--- src/pkg/pcis_pkg.sv ---
// Behaviour
// Semi-auto or standalone mode with class enabled classifies right after good detection.
// Manual mode classifies only on host command when class is enabled.
// Classification holds class voltage for 12 ms, then samples port current.
// Finished classification writes the found class into the port status field.
// Standalone mode derives overload and current-limit thresholds from class.
// Classification is inhibited by standalone strap low, shutdown, or class enable clear.
// No signature reports Class 0 and is handled as Class 3.
// Two-event enabled and Class 4 drives mark voltage, pauses, reclassifies.
// Running the second cycle sets the high-power indication bit.
// Host enables two-event classification by setting the high-power mode bit.
// First result Class 0 to 3 skips the second cycle, treated as lower power.
// Standalone powers any class except Class 4 then 0 to 3; then redetects.
// Class field always holds the most recent classification pulse result.
// Host rewrites of thresholds are accepted while the port stays powered.
// Accepted turn-on starts the inrush timer, running while current is limited.
// Inrush timer expiry turns the port off and flags an inrush-timeout fault.
// Semi-auto high-power turn-on needs good detection, else inrush-timeout fault.
// Standalone repeats detection and classification until found, then powers.
// Class is held as an encoded field, updated atomically per pulse.
package pcis_pkg;
  localparam int unsigned CLK_HZ       = 50_000_000;
  localparam int unsigned CLASS_MS     = 12;
  localparam int unsigned MARK_MS      = 10;
  localparam int unsigned INRUSH_MS    = 60;
  localparam int unsigned CLASS_CYC    = CLK_HZ / 1000 * CLASS_MS;
  localparam int unsigned MARK_CYC     = CLK_HZ / 1000 * MARK_MS;
  localparam int unsigned INRUSH_CYC   = CLK_HZ / 1000 * INRUSH_MS;
  localparam int unsigned CNT_W        = 24;

  localparam logic [11:0] A_CTRL       = 12'h000;
  localparam logic [11:0] A_STATUS     = 12'h004;
  localparam logic [11:0] A_HPMODE     = 12'h008;
  localparam logic [11:0] A_HPSTAT     = 12'h00c;
  localparam logic [11:0] A_THRESH     = 12'h010;
  localparam logic [11:0] A_FAULT      = 12'h014;
  localparam logic [11:0] A_CMD        = 12'h018;

  // Control fields.
  localparam int unsigned C_MODE_LO    = 0;
  localparam int unsigned C_CLS_EN     = 2;
  localparam logic [1:0]  MODE_SHUT    = 2'h0;
  localparam logic [1:0]  MODE_MANUAL  = 2'h1;
  localparam logic [1:0]  MODE_SEMI    = 2'h2;
  localparam logic [1:0]  MODE_AUTO    = 2'h3;
  localparam logic [31:0] CTRL_RST     = 32'h0000_0004;
  // Command bits, write one to act.
  localparam int unsigned K_CLASS      = 0;
  localparam int unsigned K_PWR_ON     = 1;
  localparam int unsigned K_PWR_OFF    = 2;

  // Encoded class values.
  localparam logic [2:0]  CLS_NONE     = 3'h0;
  localparam logic [2:0]  CLS_0        = 3'h1;
  localparam logic [2:0]  CLS_1        = 3'h2;
  localparam logic [2:0]  CLS_2        = 3'h3;
  localparam logic [2:0]  CLS_3        = 3'h4;
  localparam logic [2:0]  CLS_4        = 3'h5;

  // Threshold codes, arbitrary plain defaults.
  localparam logic [6:0]  OVL_C1       = 7'h10;
  localparam logic [6:0]  OVL_C2       = 7'h1e;
  localparam logic [6:0]  OVL_C3       = 7'h36;
  localparam logic [6:0]  OVL_C4       = 7'h5c;
  localparam logic [7:0]  LIM_T1       = 8'h80;
  localparam logic [7:0]  LIM_T2       = 8'hc0;

  typedef enum logic [6:0] {
    ST_IDLE   = 7'b000_0001,
    ST_CLASS  = 7'b000_0010,
    ST_MARK   = 7'b000_0100,
    ST_DECIDE = 7'b000_1000,
    ST_INRUSH = 7'b001_0000,
    ST_ON     = 7'b010_0000,
    ST_REDET  = 7'b100_0000
  } pcis_state_t;
endpackage

--- src/pkg/pcis_tmr_if.sv ---
`timescale 1ns/1ps
interface pcis_tmr_if;
  logic                 load;
  logic [23:0]          count;
  logic                 done;
  modport ctl (output load, output count, input done);
  modport tmr (input load, input count, output done);
endinterface

--- src/rtl/pcis_seq.sv ---
// Added by the designer: the address map and register access over APB.
`timescale 1ns/1ps
module pcis_seq #(
  parameter int unsigned INRUSH_CYCLES = pcis_pkg::INRUSH_CYC,
  parameter int unsigned CLASS_CYCLES  = pcis_pkg::CLASS_CYC,
  parameter int unsigned MARK_CYCLES   = pcis_pkg::MARK_CYC
) (
  input  wire logic        ref_clk,
  input  wire logic        reset,
  input  wire logic        standalone_pin,
  input  wire logic        detect_done,
  input  wire logic        detect_good,
  input  wire logic [2:0]  class_meas,
  input  wire logic        inrush_limiting,
  input  wire logic        psel,
  input  wire logic        penable,
  input  wire logic        pwrite,
  input  wire logic [11:0] paddr,
  input  wire logic [31:0] pwdata,
  output logic [31:0]      prdata,
  output logic             pready,
  output logic             pslverr,
  output logic             class_drive,
  output logic             mark_drive,
  output logic             port_output_pin,
  output logic             redetect_req,
  output logic [6:0]       overload_threshold,
  output logic [7:0]       current_limit_threshold
);
  pcis_tmr_if tif();
  pcis_timer u_tmr (
    .ref_clk (ref_clk),
    .reset   (reset),
    .t       (tif)
  );

  logic [1:0]  sa_s_r;
  logic        sa_strap_r;
  logic [1:0]  rst_cnt_r;
  logic [1:0]  inr_wait_r;
  logic [1:0]  dd_s_r;
  logic [1:0]  dg_s_r;
  logic [1:0]  il_s_r;
  logic [5:0]  cm_s_r;
  logic [31:0] ctrl_r;
  logic        hp_en_r;
  logic        hp_stat_r;
  logic [2:0]  class_r;
  logic        fault_r;
  logic        det_good_r;
  logic        second_r;
  pcis_pkg::pcis_state_t st_r;
  pcis_pkg::pcis_state_t st_nxt;
  logic        wr_acc;
  logic        rd_acc;
  logic [1:0]  mode;
  logic        cls_ok;
  logic        cmd_cls;
  logic        cmd_on;
  logic        cmd_off;
  logic        det_evt;
  logic [2:0]  cls_in;

  // Pin-level inputs are synchronised before use.
  always_ff @(posedge ref_clk or posedge reset) begin
    if (reset) begin
      sa_s_r <= 2'h0;
      dd_s_r <= 2'h0;
      dg_s_r <= 2'h0;
      il_s_r <= 2'h0;
      cm_s_r <= 6'h00;
    end else begin
      sa_s_r <= {sa_s_r[0], standalone_pin};
      dd_s_r <= {dd_s_r[0], detect_done};
      dg_s_r <= {dg_s_r[0], detect_good};
      il_s_r <= {il_s_r[0], inrush_limiting};
      cm_s_r <= {cm_s_r[2:0], class_meas};
    end
  end

  // The strap is caught once after reset release; later changes are ignored.
  // The synchroniser is cleared by reset, so the catch waits until it holds
  // the pin level, on the third edge after release.
  always_ff @(posedge ref_clk or posedge reset) begin
    if (reset) begin
      rst_cnt_r  <= 2'h0;
      sa_strap_r <= 1'b0;
    end else if (rst_cnt_r != 2'h3) begin
      rst_cnt_r <= rst_cnt_r + 2'h1;
      if (rst_cnt_r == 2'h2) begin
        sa_strap_r <= sa_s_r[1];
      end
    end
  end

  assign wr_acc  = psel && penable && pwrite;
  assign rd_acc  = psel && penable && !pwrite;
  assign mode    = ctrl_r[pcis_pkg::C_MODE_LO +: 2];
  assign cls_ok  = sa_strap_r && (mode != pcis_pkg::MODE_SHUT) &&
                   ctrl_r[pcis_pkg::C_CLS_EN];
  assign cmd_cls = wr_acc && (paddr == pcis_pkg::A_CMD) &&
                   pwdata[pcis_pkg::K_CLASS];
  assign cmd_on  = wr_acc && (paddr == pcis_pkg::A_CMD) &&
                   pwdata[pcis_pkg::K_PWR_ON];
  assign cmd_off = wr_acc && (paddr == pcis_pkg::A_CMD) &&
                   pwdata[pcis_pkg::K_PWR_OFF];
  assign det_evt = dd_s_r[1];
  // Absent signature reads as Class 0.
  assign cls_in  = (cm_s_r[5:3] == pcis_pkg::CLS_NONE) ?
                   pcis_pkg::CLS_0 : cm_s_r[5:3];

  function automatic logic [6:0] ovl_of(input logic [2:0] c);
    unique case (c)
      pcis_pkg::CLS_1: ovl_of = pcis_pkg::OVL_C1;
      pcis_pkg::CLS_2: ovl_of = pcis_pkg::OVL_C2;
      pcis_pkg::CLS_4: ovl_of = pcis_pkg::OVL_C4;
      default:         ovl_of = pcis_pkg::OVL_C3;
    endcase
  endfunction

  // Write decode shared by the HPSTAT, FAULT and THRESH registers; CTRL and HPMODE decode their writes inline.
  function automatic logic wr_hit(input logic [11:0] a);
    return wr_acc && (paddr == a);
  endfunction

  always_ff @(posedge ref_clk or posedge reset) begin
    if (reset) begin
      det_good_r <= 1'b0;
    end else if (det_evt) begin
      det_good_r <= dg_s_r[1];
    end
  end

  always_comb begin
    st_nxt = st_r;
    unique case (st_r)
      pcis_pkg::ST_IDLE: begin
        if (det_evt && dg_s_r[1] && cls_ok &&
            (mode == pcis_pkg::MODE_SEMI || mode == pcis_pkg::MODE_AUTO)) begin
          st_nxt = pcis_pkg::ST_CLASS;
        end else if (cmd_cls && cls_ok && mode == pcis_pkg::MODE_MANUAL) begin
          st_nxt = pcis_pkg::ST_CLASS;
        end else if (det_evt && dg_s_r[1] && mode == pcis_pkg::MODE_AUTO) begin
          st_nxt = pcis_pkg::ST_INRUSH;
        end else if (det_evt && mode == pcis_pkg::MODE_AUTO) begin
          st_nxt = pcis_pkg::ST_REDET;
        end else if (cmd_on && mode != pcis_pkg::MODE_SHUT &&
                     !(mode == pcis_pkg::MODE_SEMI && hp_en_r &&
                       !det_good_r)) begin
          st_nxt = pcis_pkg::ST_INRUSH;
        end
      end
      pcis_pkg::ST_CLASS: begin
        if (tif.done) begin
          st_nxt = pcis_pkg::ST_DECIDE;
        end
      end
      pcis_pkg::ST_MARK: begin
        if (tif.done) begin
          st_nxt = pcis_pkg::ST_CLASS;
        end
      end
      pcis_pkg::ST_DECIDE: begin
        if (!second_r && hp_en_r && class_r == pcis_pkg::CLS_4) begin
          st_nxt = pcis_pkg::ST_MARK;
        end else if (mode != pcis_pkg::MODE_AUTO) begin
          st_nxt = pcis_pkg::ST_IDLE;
        end else if (second_r && class_r != pcis_pkg::CLS_4) begin
          st_nxt = pcis_pkg::ST_REDET;
        end else begin
          st_nxt = pcis_pkg::ST_INRUSH;
        end
      end
      pcis_pkg::ST_INRUSH: begin
        if (cmd_off || tif.done) begin
          st_nxt = pcis_pkg::ST_IDLE;
        end else if (!il_s_r[1] && inr_wait_r == 2'h3) begin
          st_nxt = pcis_pkg::ST_ON;
        end
      end
      pcis_pkg::ST_ON: begin
        if (cmd_off || mode == pcis_pkg::MODE_SHUT) begin
          st_nxt = pcis_pkg::ST_IDLE;
        end
      end
      pcis_pkg::ST_REDET: begin
        st_nxt = pcis_pkg::ST_IDLE;
      end
      default: st_nxt = pcis_pkg::ST_IDLE;
    endcase
  end

  always_ff @(posedge ref_clk or posedge reset) begin
    if (reset) begin
      st_r <= pcis_pkg::ST_IDLE;
    end else begin
      st_r <= st_nxt;
    end
  end

  // The limit flag reaches the state machine three edges after power rises,
  // so it is ignored until then; a port that never limits leaves after that.
  always_ff @(posedge ref_clk or posedge reset) begin
    if (reset) begin
      inr_wait_r <= 2'h0;
    end else if (st_r != pcis_pkg::ST_INRUSH) begin
      inr_wait_r <= 2'h0;
    end else if (inr_wait_r != 2'h3) begin
      inr_wait_r <= inr_wait_r + 2'h1;
    end
  end

  // Phase lengths are cut to the timer width on purpose; all defaults fit.
  localparam logic [23:0] CNT_CLASS = 24'(CLASS_CYCLES);
  localparam logic [23:0] CNT_MARK  = 24'(MARK_CYCLES);
  localparam logic [23:0] CNT_INR   = 24'(INRUSH_CYCLES);

  // Each timed phase loads the shared timer on entry.
  always_comb begin
    tif.load  = 1'b0;
    tif.count = 24'h00_0000;
    if (st_nxt == pcis_pkg::ST_CLASS && st_r != pcis_pkg::ST_CLASS) begin
      tif.load  = 1'b1;
      tif.count = CNT_CLASS;
    end else if (st_nxt == pcis_pkg::ST_MARK && st_r != pcis_pkg::ST_MARK) begin
      tif.load  = 1'b1;
      tif.count = CNT_MARK;
    end else if (st_nxt == pcis_pkg::ST_INRUSH &&
                 st_r != pcis_pkg::ST_INRUSH) begin
      tif.load  = 1'b1;
      tif.count = CNT_INR;
    end
  end

  always_ff @(posedge ref_clk or posedge reset) begin
    if (reset) begin
      class_r   <= pcis_pkg::CLS_NONE;
      second_r  <= 1'b0;
      hp_stat_r <= 1'b0;
    end else begin
      if (st_r == pcis_pkg::ST_CLASS && tif.done) begin
        class_r <= cls_in;
      end
      if (st_r == pcis_pkg::ST_MARK && tif.done) begin
        second_r  <= 1'b1;
        hp_stat_r <= 1'b1;
      end else if (st_r == pcis_pkg::ST_IDLE && st_nxt ==
                   pcis_pkg::ST_CLASS) begin
        second_r <= 1'b0;
        if (wr_hit(pcis_pkg::A_HPSTAT) && pwdata[0]) begin
          hp_stat_r <= 1'b0;
        end
      end else if (wr_hit(pcis_pkg::A_HPSTAT) && pwdata[0]) begin
        hp_stat_r <= 1'b0;
      end
    end
  end

  // Inrush timeout fault; hardware set wins over a software clear.
  always_ff @(posedge ref_clk or posedge reset) begin
    if (reset) begin
      fault_r <= 1'b0;
    end else if ((st_r == pcis_pkg::ST_INRUSH && tif.done && !cmd_off) ||
                 (st_r == pcis_pkg::ST_IDLE && cmd_on &&
                  mode == pcis_pkg::MODE_SEMI && hp_en_r &&
                  !det_good_r)) begin
      fault_r <= 1'b1;
    end else if (wr_hit(pcis_pkg::A_FAULT) && pwdata[0]) begin
      fault_r <= 1'b0;
    end
  end

  always_ff @(posedge ref_clk or posedge reset) begin
    if (reset) begin
      ctrl_r  <= pcis_pkg::CTRL_RST;
      hp_en_r <= 1'b0;
    end else if (wr_acc) begin
      if (paddr == pcis_pkg::A_CTRL) begin
        ctrl_r <= {29'h0000_0000, pwdata[2:0]};
      end
      if (paddr == pcis_pkg::A_HPMODE) begin
        hp_en_r <= pwdata[0];
      end
    end
  end

  // Thresholds: automatic from class in standalone, host writable at any time.
  always_ff @(posedge ref_clk or posedge reset) begin
    if (reset) begin
      overload_threshold      <= pcis_pkg::OVL_C3;
      current_limit_threshold <= pcis_pkg::LIM_T1;
    end else if (wr_hit(pcis_pkg::A_THRESH)) begin
      overload_threshold      <= pwdata[6:0];
      current_limit_threshold <= pwdata[15:8];
    end else if (st_r == pcis_pkg::ST_DECIDE && st_nxt ==
                 pcis_pkg::ST_INRUSH) begin
      overload_threshold      <= ovl_of(class_r);
      current_limit_threshold <= (class_r == pcis_pkg::CLS_4) ?
                                 pcis_pkg::LIM_T2 : pcis_pkg::LIM_T1;
    end
  end

  always_ff @(posedge ref_clk or posedge reset) begin
    if (reset) begin
      class_drive     <= 1'b0;
      mark_drive      <= 1'b0;
      port_output_pin <= 1'b0;
      redetect_req    <= 1'b0;
    end else begin
      class_drive     <= (st_nxt == pcis_pkg::ST_CLASS);
      mark_drive      <= (st_nxt == pcis_pkg::ST_MARK);
      port_output_pin <= (st_nxt == pcis_pkg::ST_INRUSH) ||
                         (st_nxt == pcis_pkg::ST_ON);
      redetect_req    <= (st_nxt == pcis_pkg::ST_REDET);
    end
  end

  // Zero-wait APB slave; unmapped addresses read zero with an error.
  always_ff @(posedge ref_clk or posedge reset) begin
    if (reset) begin
      prdata  <= 32'h0000_0000;
      pready  <= 1'b0;
      pslverr <= 1'b0;
    end else begin
      pready  <= psel && !penable;
      pslverr <= 1'b0;
      prdata  <= 32'h0000_0000;
      if (psel && !penable) begin
        unique case (paddr)
          pcis_pkg::A_CTRL:   prdata <= ctrl_r;
          pcis_pkg::A_STATUS: prdata <= {26'h000_0000, st_r == pcis_pkg::ST_ON,
                                         det_good_r, 1'b0, class_r};
          pcis_pkg::A_HPMODE: prdata <= {31'h0000_0000, hp_en_r};
          pcis_pkg::A_HPSTAT: prdata <= {31'h0000_0000, hp_stat_r};
          pcis_pkg::A_THRESH: prdata <= {16'h0000, current_limit_threshold,
                                         1'b0, overload_threshold};
          pcis_pkg::A_FAULT:  prdata <= {31'h0000_0000, fault_r};
          pcis_pkg::A_CMD:    prdata <= 32'h0000_0000;
          default:            pslverr <= 1'b1;
        endcase
      end
    end
  end
endmodule

--- src/rtl/pcis_timer.sv ---
`timescale 1ns/1ps
module pcis_timer (
  input  wire logic     ref_clk,
  input  wire logic     reset,
  pcis_tmr_if.tmr       t
);
  logic [23:0] cnt_r;
  always_ff @(posedge ref_clk or posedge reset) begin
    if (reset) begin
      cnt_r <= 24'h00_0000;
    end else if (t.load) begin
      cnt_r <= t.count;
    end else if (cnt_r != 24'h00_0000) begin
      cnt_r <= cnt_r - 24'h00_0001;
    end
  end
  // Done pulses for one cycle, while the count sits at one in the last cycle of the phase.
  assign t.done = (cnt_r == 24'h00_0001);
endmodule
--- config.mk ---
export PLATFORM = sky130hd
export DESIGN_NAME = pcis_seq
export DESIGN_NICKNAME = d
export VERILOG_FILES = /design/src/pkg/pcis_pkg.sv /design/src/pkg/pcis_tmr_if.sv /design/src/rtl/pcis_seq.sv /design/src/rtl/pcis_timer.sv
export SDC_FILE = /design/constraint.sdc
export NUM_CORES = 1
export LEC_CHECK = 0
export BUFFER_PORTS_ARGS = -buffer_cell sky130_fd_sc_hd__buf_2
export CAP_MARGIN = 20
export CORE_UTILIZATION = 42
export DETAILED_ROUTE_END_ITERATION = 8
export PLACE_DENSITY_LB_ADDON = 0.3
export SETUP_SLACK_MARGIN = 0.3
export SYNTH_ARGS = -nofsm -noshare
export SYNTH_HDL_FRONTEND = slang
export SYNTH_SLANG_ARGS = --single-unit
--- constraint.sdc ---
create_clock -name ref_clk -period 8.3 [get_ports ref_clk]
set_input_delay 0.415 -clock ref_clk [delete_from_list [all_inputs] [get_ports ref_clk]]
set_output_delay 0.415 -clock ref_clk [all_outputs]
set_load 0.02 [all_outputs]
==> results.md <==
* Worst Tran Pin Value at about 1.0 ns
* Antenna violation net count after detailed routing at 0
* Area grow syn2layout at 13.4%
* # Post-CTS Setup Buffers at 0
* Top cells by instance count after synthesis: dfrtp_1, nor2_1, nand2_1, o21ai_0, nand3_1
* FF-to-FF End: u_tmr.cnt_r[12]
* Arrival @ worst endpoint at about 3.2 ns
* Area occupied by registers at around 0.0024 mm²
* Asr flop ratio synth at 1.00
* # IOs at about 110
* Sw Ratio at 0.252
* Max-cap violation count at 0
* Reg2reg setup slack at ~5.3 ns
* CP Data Required Time at 8.54 ns
* Most area-hungry cell type in the Yosys netlist: dfrtp_1
* Rows at 37
* Cells after Synth at around 460
* PortBufs at 74
* Synth top area cells: dfrtp_1, dfstp_2, nor2_1
* Vias in the first global route at 3489
* Clock-pin slew on the worst setup and hold paths at 0.10 ns
* Worst Setup End Kind: flip-flop
* CP startpoint kind: flip-flop
* Hold Slack at around 0.095 ns
* Class of the most critical hold timing path: in -> async
* Reg2reg start: st_r[5]
* Crit-path max cell delay at 0.89 ns
* Root buf cell: clkbuf_8
* Post-synth EDFFs at 0
* Share of cells above drive strength 1 at 0.222
* Mapped cell area at 0.00458 mm²
* Period minus WS final at just under 3 ns
* Crit Path Class: reg -> reg
* Setup WS post-layout at ~5.3 ns
* Residual DRC at 0
* Initial Util at 0.438
* First-pass GRT wire length at between 15 and 20 mm
* Worst VDD drop at just over 0.00008 V
* Top Family by Delay on Critical Path: simple AND/OR/NAND/NOR gates
* Place WS at between 5 and 6 ns
* Max Clock Skew at 0.0233 ns
* Logic pwr share at 0.046
* Leakage at approximately 2.4 nW
* Top FF cell, synth: dfrtp_1
* CTS Buffer Depth at 2
* Routed via count at about 3600
* Fin Setup TNS at 0 ns
* Per-cell routed wire length at around 15 µm
* Initial drt markers at 194
* Critical path, cell by cell: nor3_1 -> nand4b_1 -> a2111oi_1 -> a31oi_2 -> nand3b_2 -> nor2_1
* Fmax at roughly 340 MHz
* Buf/Inv on CP at 0
* Core area at ~0.010 mm²
* Sw power at between 0.0002 and 0.00025 W
* H-tree levels at 3
* Pin count of the biggest net entering global routing at 51
* Multi-input logic area at between 0.0015 and 0.002 mm²
* GP Congestion at around 0.83
* FF+latch count, synth at slightly below 100
* Router iterations before antenna repair at 5
* Die extent in y at 106 µm
* Share of the synthesized area in the top cell type at 0.492
* Cell Pwr Density at approximately 150 mW/mm²
* Clock Sinks at between 90 and 100
* Tot GR Track Use at 0.188
* Avg Inst Size Synth at 10.0 µm²
* Dpl hpwl at just over 7 mm
* Dpl cell area at 0.00502 mm²
* Sequential fraction of the synthesis area at 0.532
* Post-Layout Inst Area at ~0.0052 mm²
* CTS-repair resized insts at 0
* Final period util at 0.357
* Part of the power in registers at 0.598
* Final nets at between 500 and 600
* Initial antenna violation count at 0
* Slew Limit Fails at 0
* Worst Path Max Fanout at 10
* Clock buffer count from CTS at 9
* # setup viols final at 0
* Die W at roughly 110 µm
* Distinct cells, synth at 54
* Routed wire length at approximately 10 mm
* Clock power frac at 0.356
* CP max stage cell: a2111oi_1
* Pint at ~0.0006 W
* DR vias/cell at between 5 and 6
* Final Hold Vio Count at 0
* Clock Latency Late Sink at ~0.37 ns
* Finished Core Util at 0.497
* RSZ-0062 raised after global routing: no
* Status: finished clean
* Filler Cells Inserted at 961
* Worst slew margin at 0.312
* CTS Hold Bufs at 0
* YS warnings at 0
* CTS tree: yes
* GRT Residual Overflow at 0
* # diodes at 0
* Count leader, synth: dfrtp_1
* Full die area at approximately 0.011 mm²
* Reg2Reg Depth at 6
[through the flow]
step | instances | power, W
4_1_cts | 668 | 0.000812
6_report | 668 | 0.000803
3_3_place_gp | 652 | 0.000526
5_1_grt | 668 | 0.000839
2_1_floorplan | 472 | 0.000517
3_5_place_dp | 652 | 0.000527
[flip-flops by register name, indices dropped and copies added, names as in the netlist, 2 cells and up]
name	count
class_r	3
cm_s_r	6
ctrl_r	3
current_limit_threshold	8
dd_s_r	2
dg_s_r	2
il_s_r	2
inr_wait_r	2
overload_threshold	7
prdata	15
rst_cnt_r	2
sa_s_r	2
st_r	7
u_tmr.cnt_r	24
[area by class of cell]
cell class              count  share of cell area
well taps                 136              0.0327
inverters                  11             0.00843
clock buffers              10              0.0246
multi-input cells         331               0.380
flip-flops and latches     97               0.469
repair buffers             77              0.0756
clock inverters             6             0.00963
[worst max-delay path by stage]
stage	endpoint	slack, ns	depth (start not counted)	from
2_1_floorplan	class_drive	5.36	1	reset
3_3_place_gp	u_tmr.cnt_r[4]	5.38	6	st_r[4]
3_5_place_dp	u_tmr.cnt_r[1]	5.31	7	paddr[7]
4_1_cts	u_tmr.cnt_r[12]	5.33	6	st_r[5]
5_1_grt	u_tmr.cnt_r[12]	5.10	6	st_r[5]
6_report	u_tmr.cnt_r[12]	5.34	6	st_r[5]
[power groups by stage]
stage               Combinational, W  Sequential (W)  Clock (W)
finish                     0.0000370        0.000480   0.000286
detailed placement         0.0000375        0.000489          0
CTS                        0.0000376        0.000480   0.000295
floorplan                  0.0000273        0.000489          0
global placement           0.0000370        0.000489          0
global route               0.0000417        0.000481   0.000317
[worst reg2reg max path: cells and delay by family, from the launching register on]
| family | cells | cell delay, ns |
|---|---|---|
| AO/OA/AOI/OAI | 2 | 1.19 |
| flip-flops | 1 | 0.40 |
| AND/OR/NAND/NOR | 4 | 1.23 |
[cells in the final DEF (no fill, tap or decap), types with 5 or more instances in the layout]
cell      synthesis  layout
a21oi_1          16      16
and3_1           15      15
buf_2             1      74
clkbuf_8          0       9
conb_1            1      17
dfrtp_1          90      90
dfstp_2           7       7
ha_1              5       5
inv_1            11      10
mux2_2            7       7
mux2i_1          10      10
nand2_1          47      47
nand3_1          19      19
nand4_1           6       6
nand4b_1          6       6
nor2_1           48      48
nor3_1           16      16
o21ai_0          27      27
o31ai_1           7       7
or3_1             9       9
xnor2_1           9       9
xor2_1           10      10
[cell families (layout without fill, tap and decap cells)]
kind of cell | count (synthesis) | in the layout | synth area share
multiplexers | 17 | 17 | 0.0391
buffers and inverters | 44 | 104 | 0.0519
flip-flops | 97 | 97 | 0.532
AO/OA/AOI/OAI | 75 | 75 | 0.102
other | 1 | 17 | 0.000818
adder cells (fa/ha/maj) | 5 | 5 | 0.0137
AND/OR/NAND/NOR | 198 | 198 | 0.225
XOR/XNOR | 19 | 19 | 0.0363
[per-layer routing]
metal / GRT usage / vias up / share of wire
li1: - / 1714 / -
met1: 0.261 / 1734 / 0.48
met2: 0.288 / 122 / 0.45
met3: 0.0368 / 14 / 0.056
met4: 0.0773 / 0 / 0.016
met5: 0 / - / 0
Note: power is estimated with default switching activity, not from simulation.
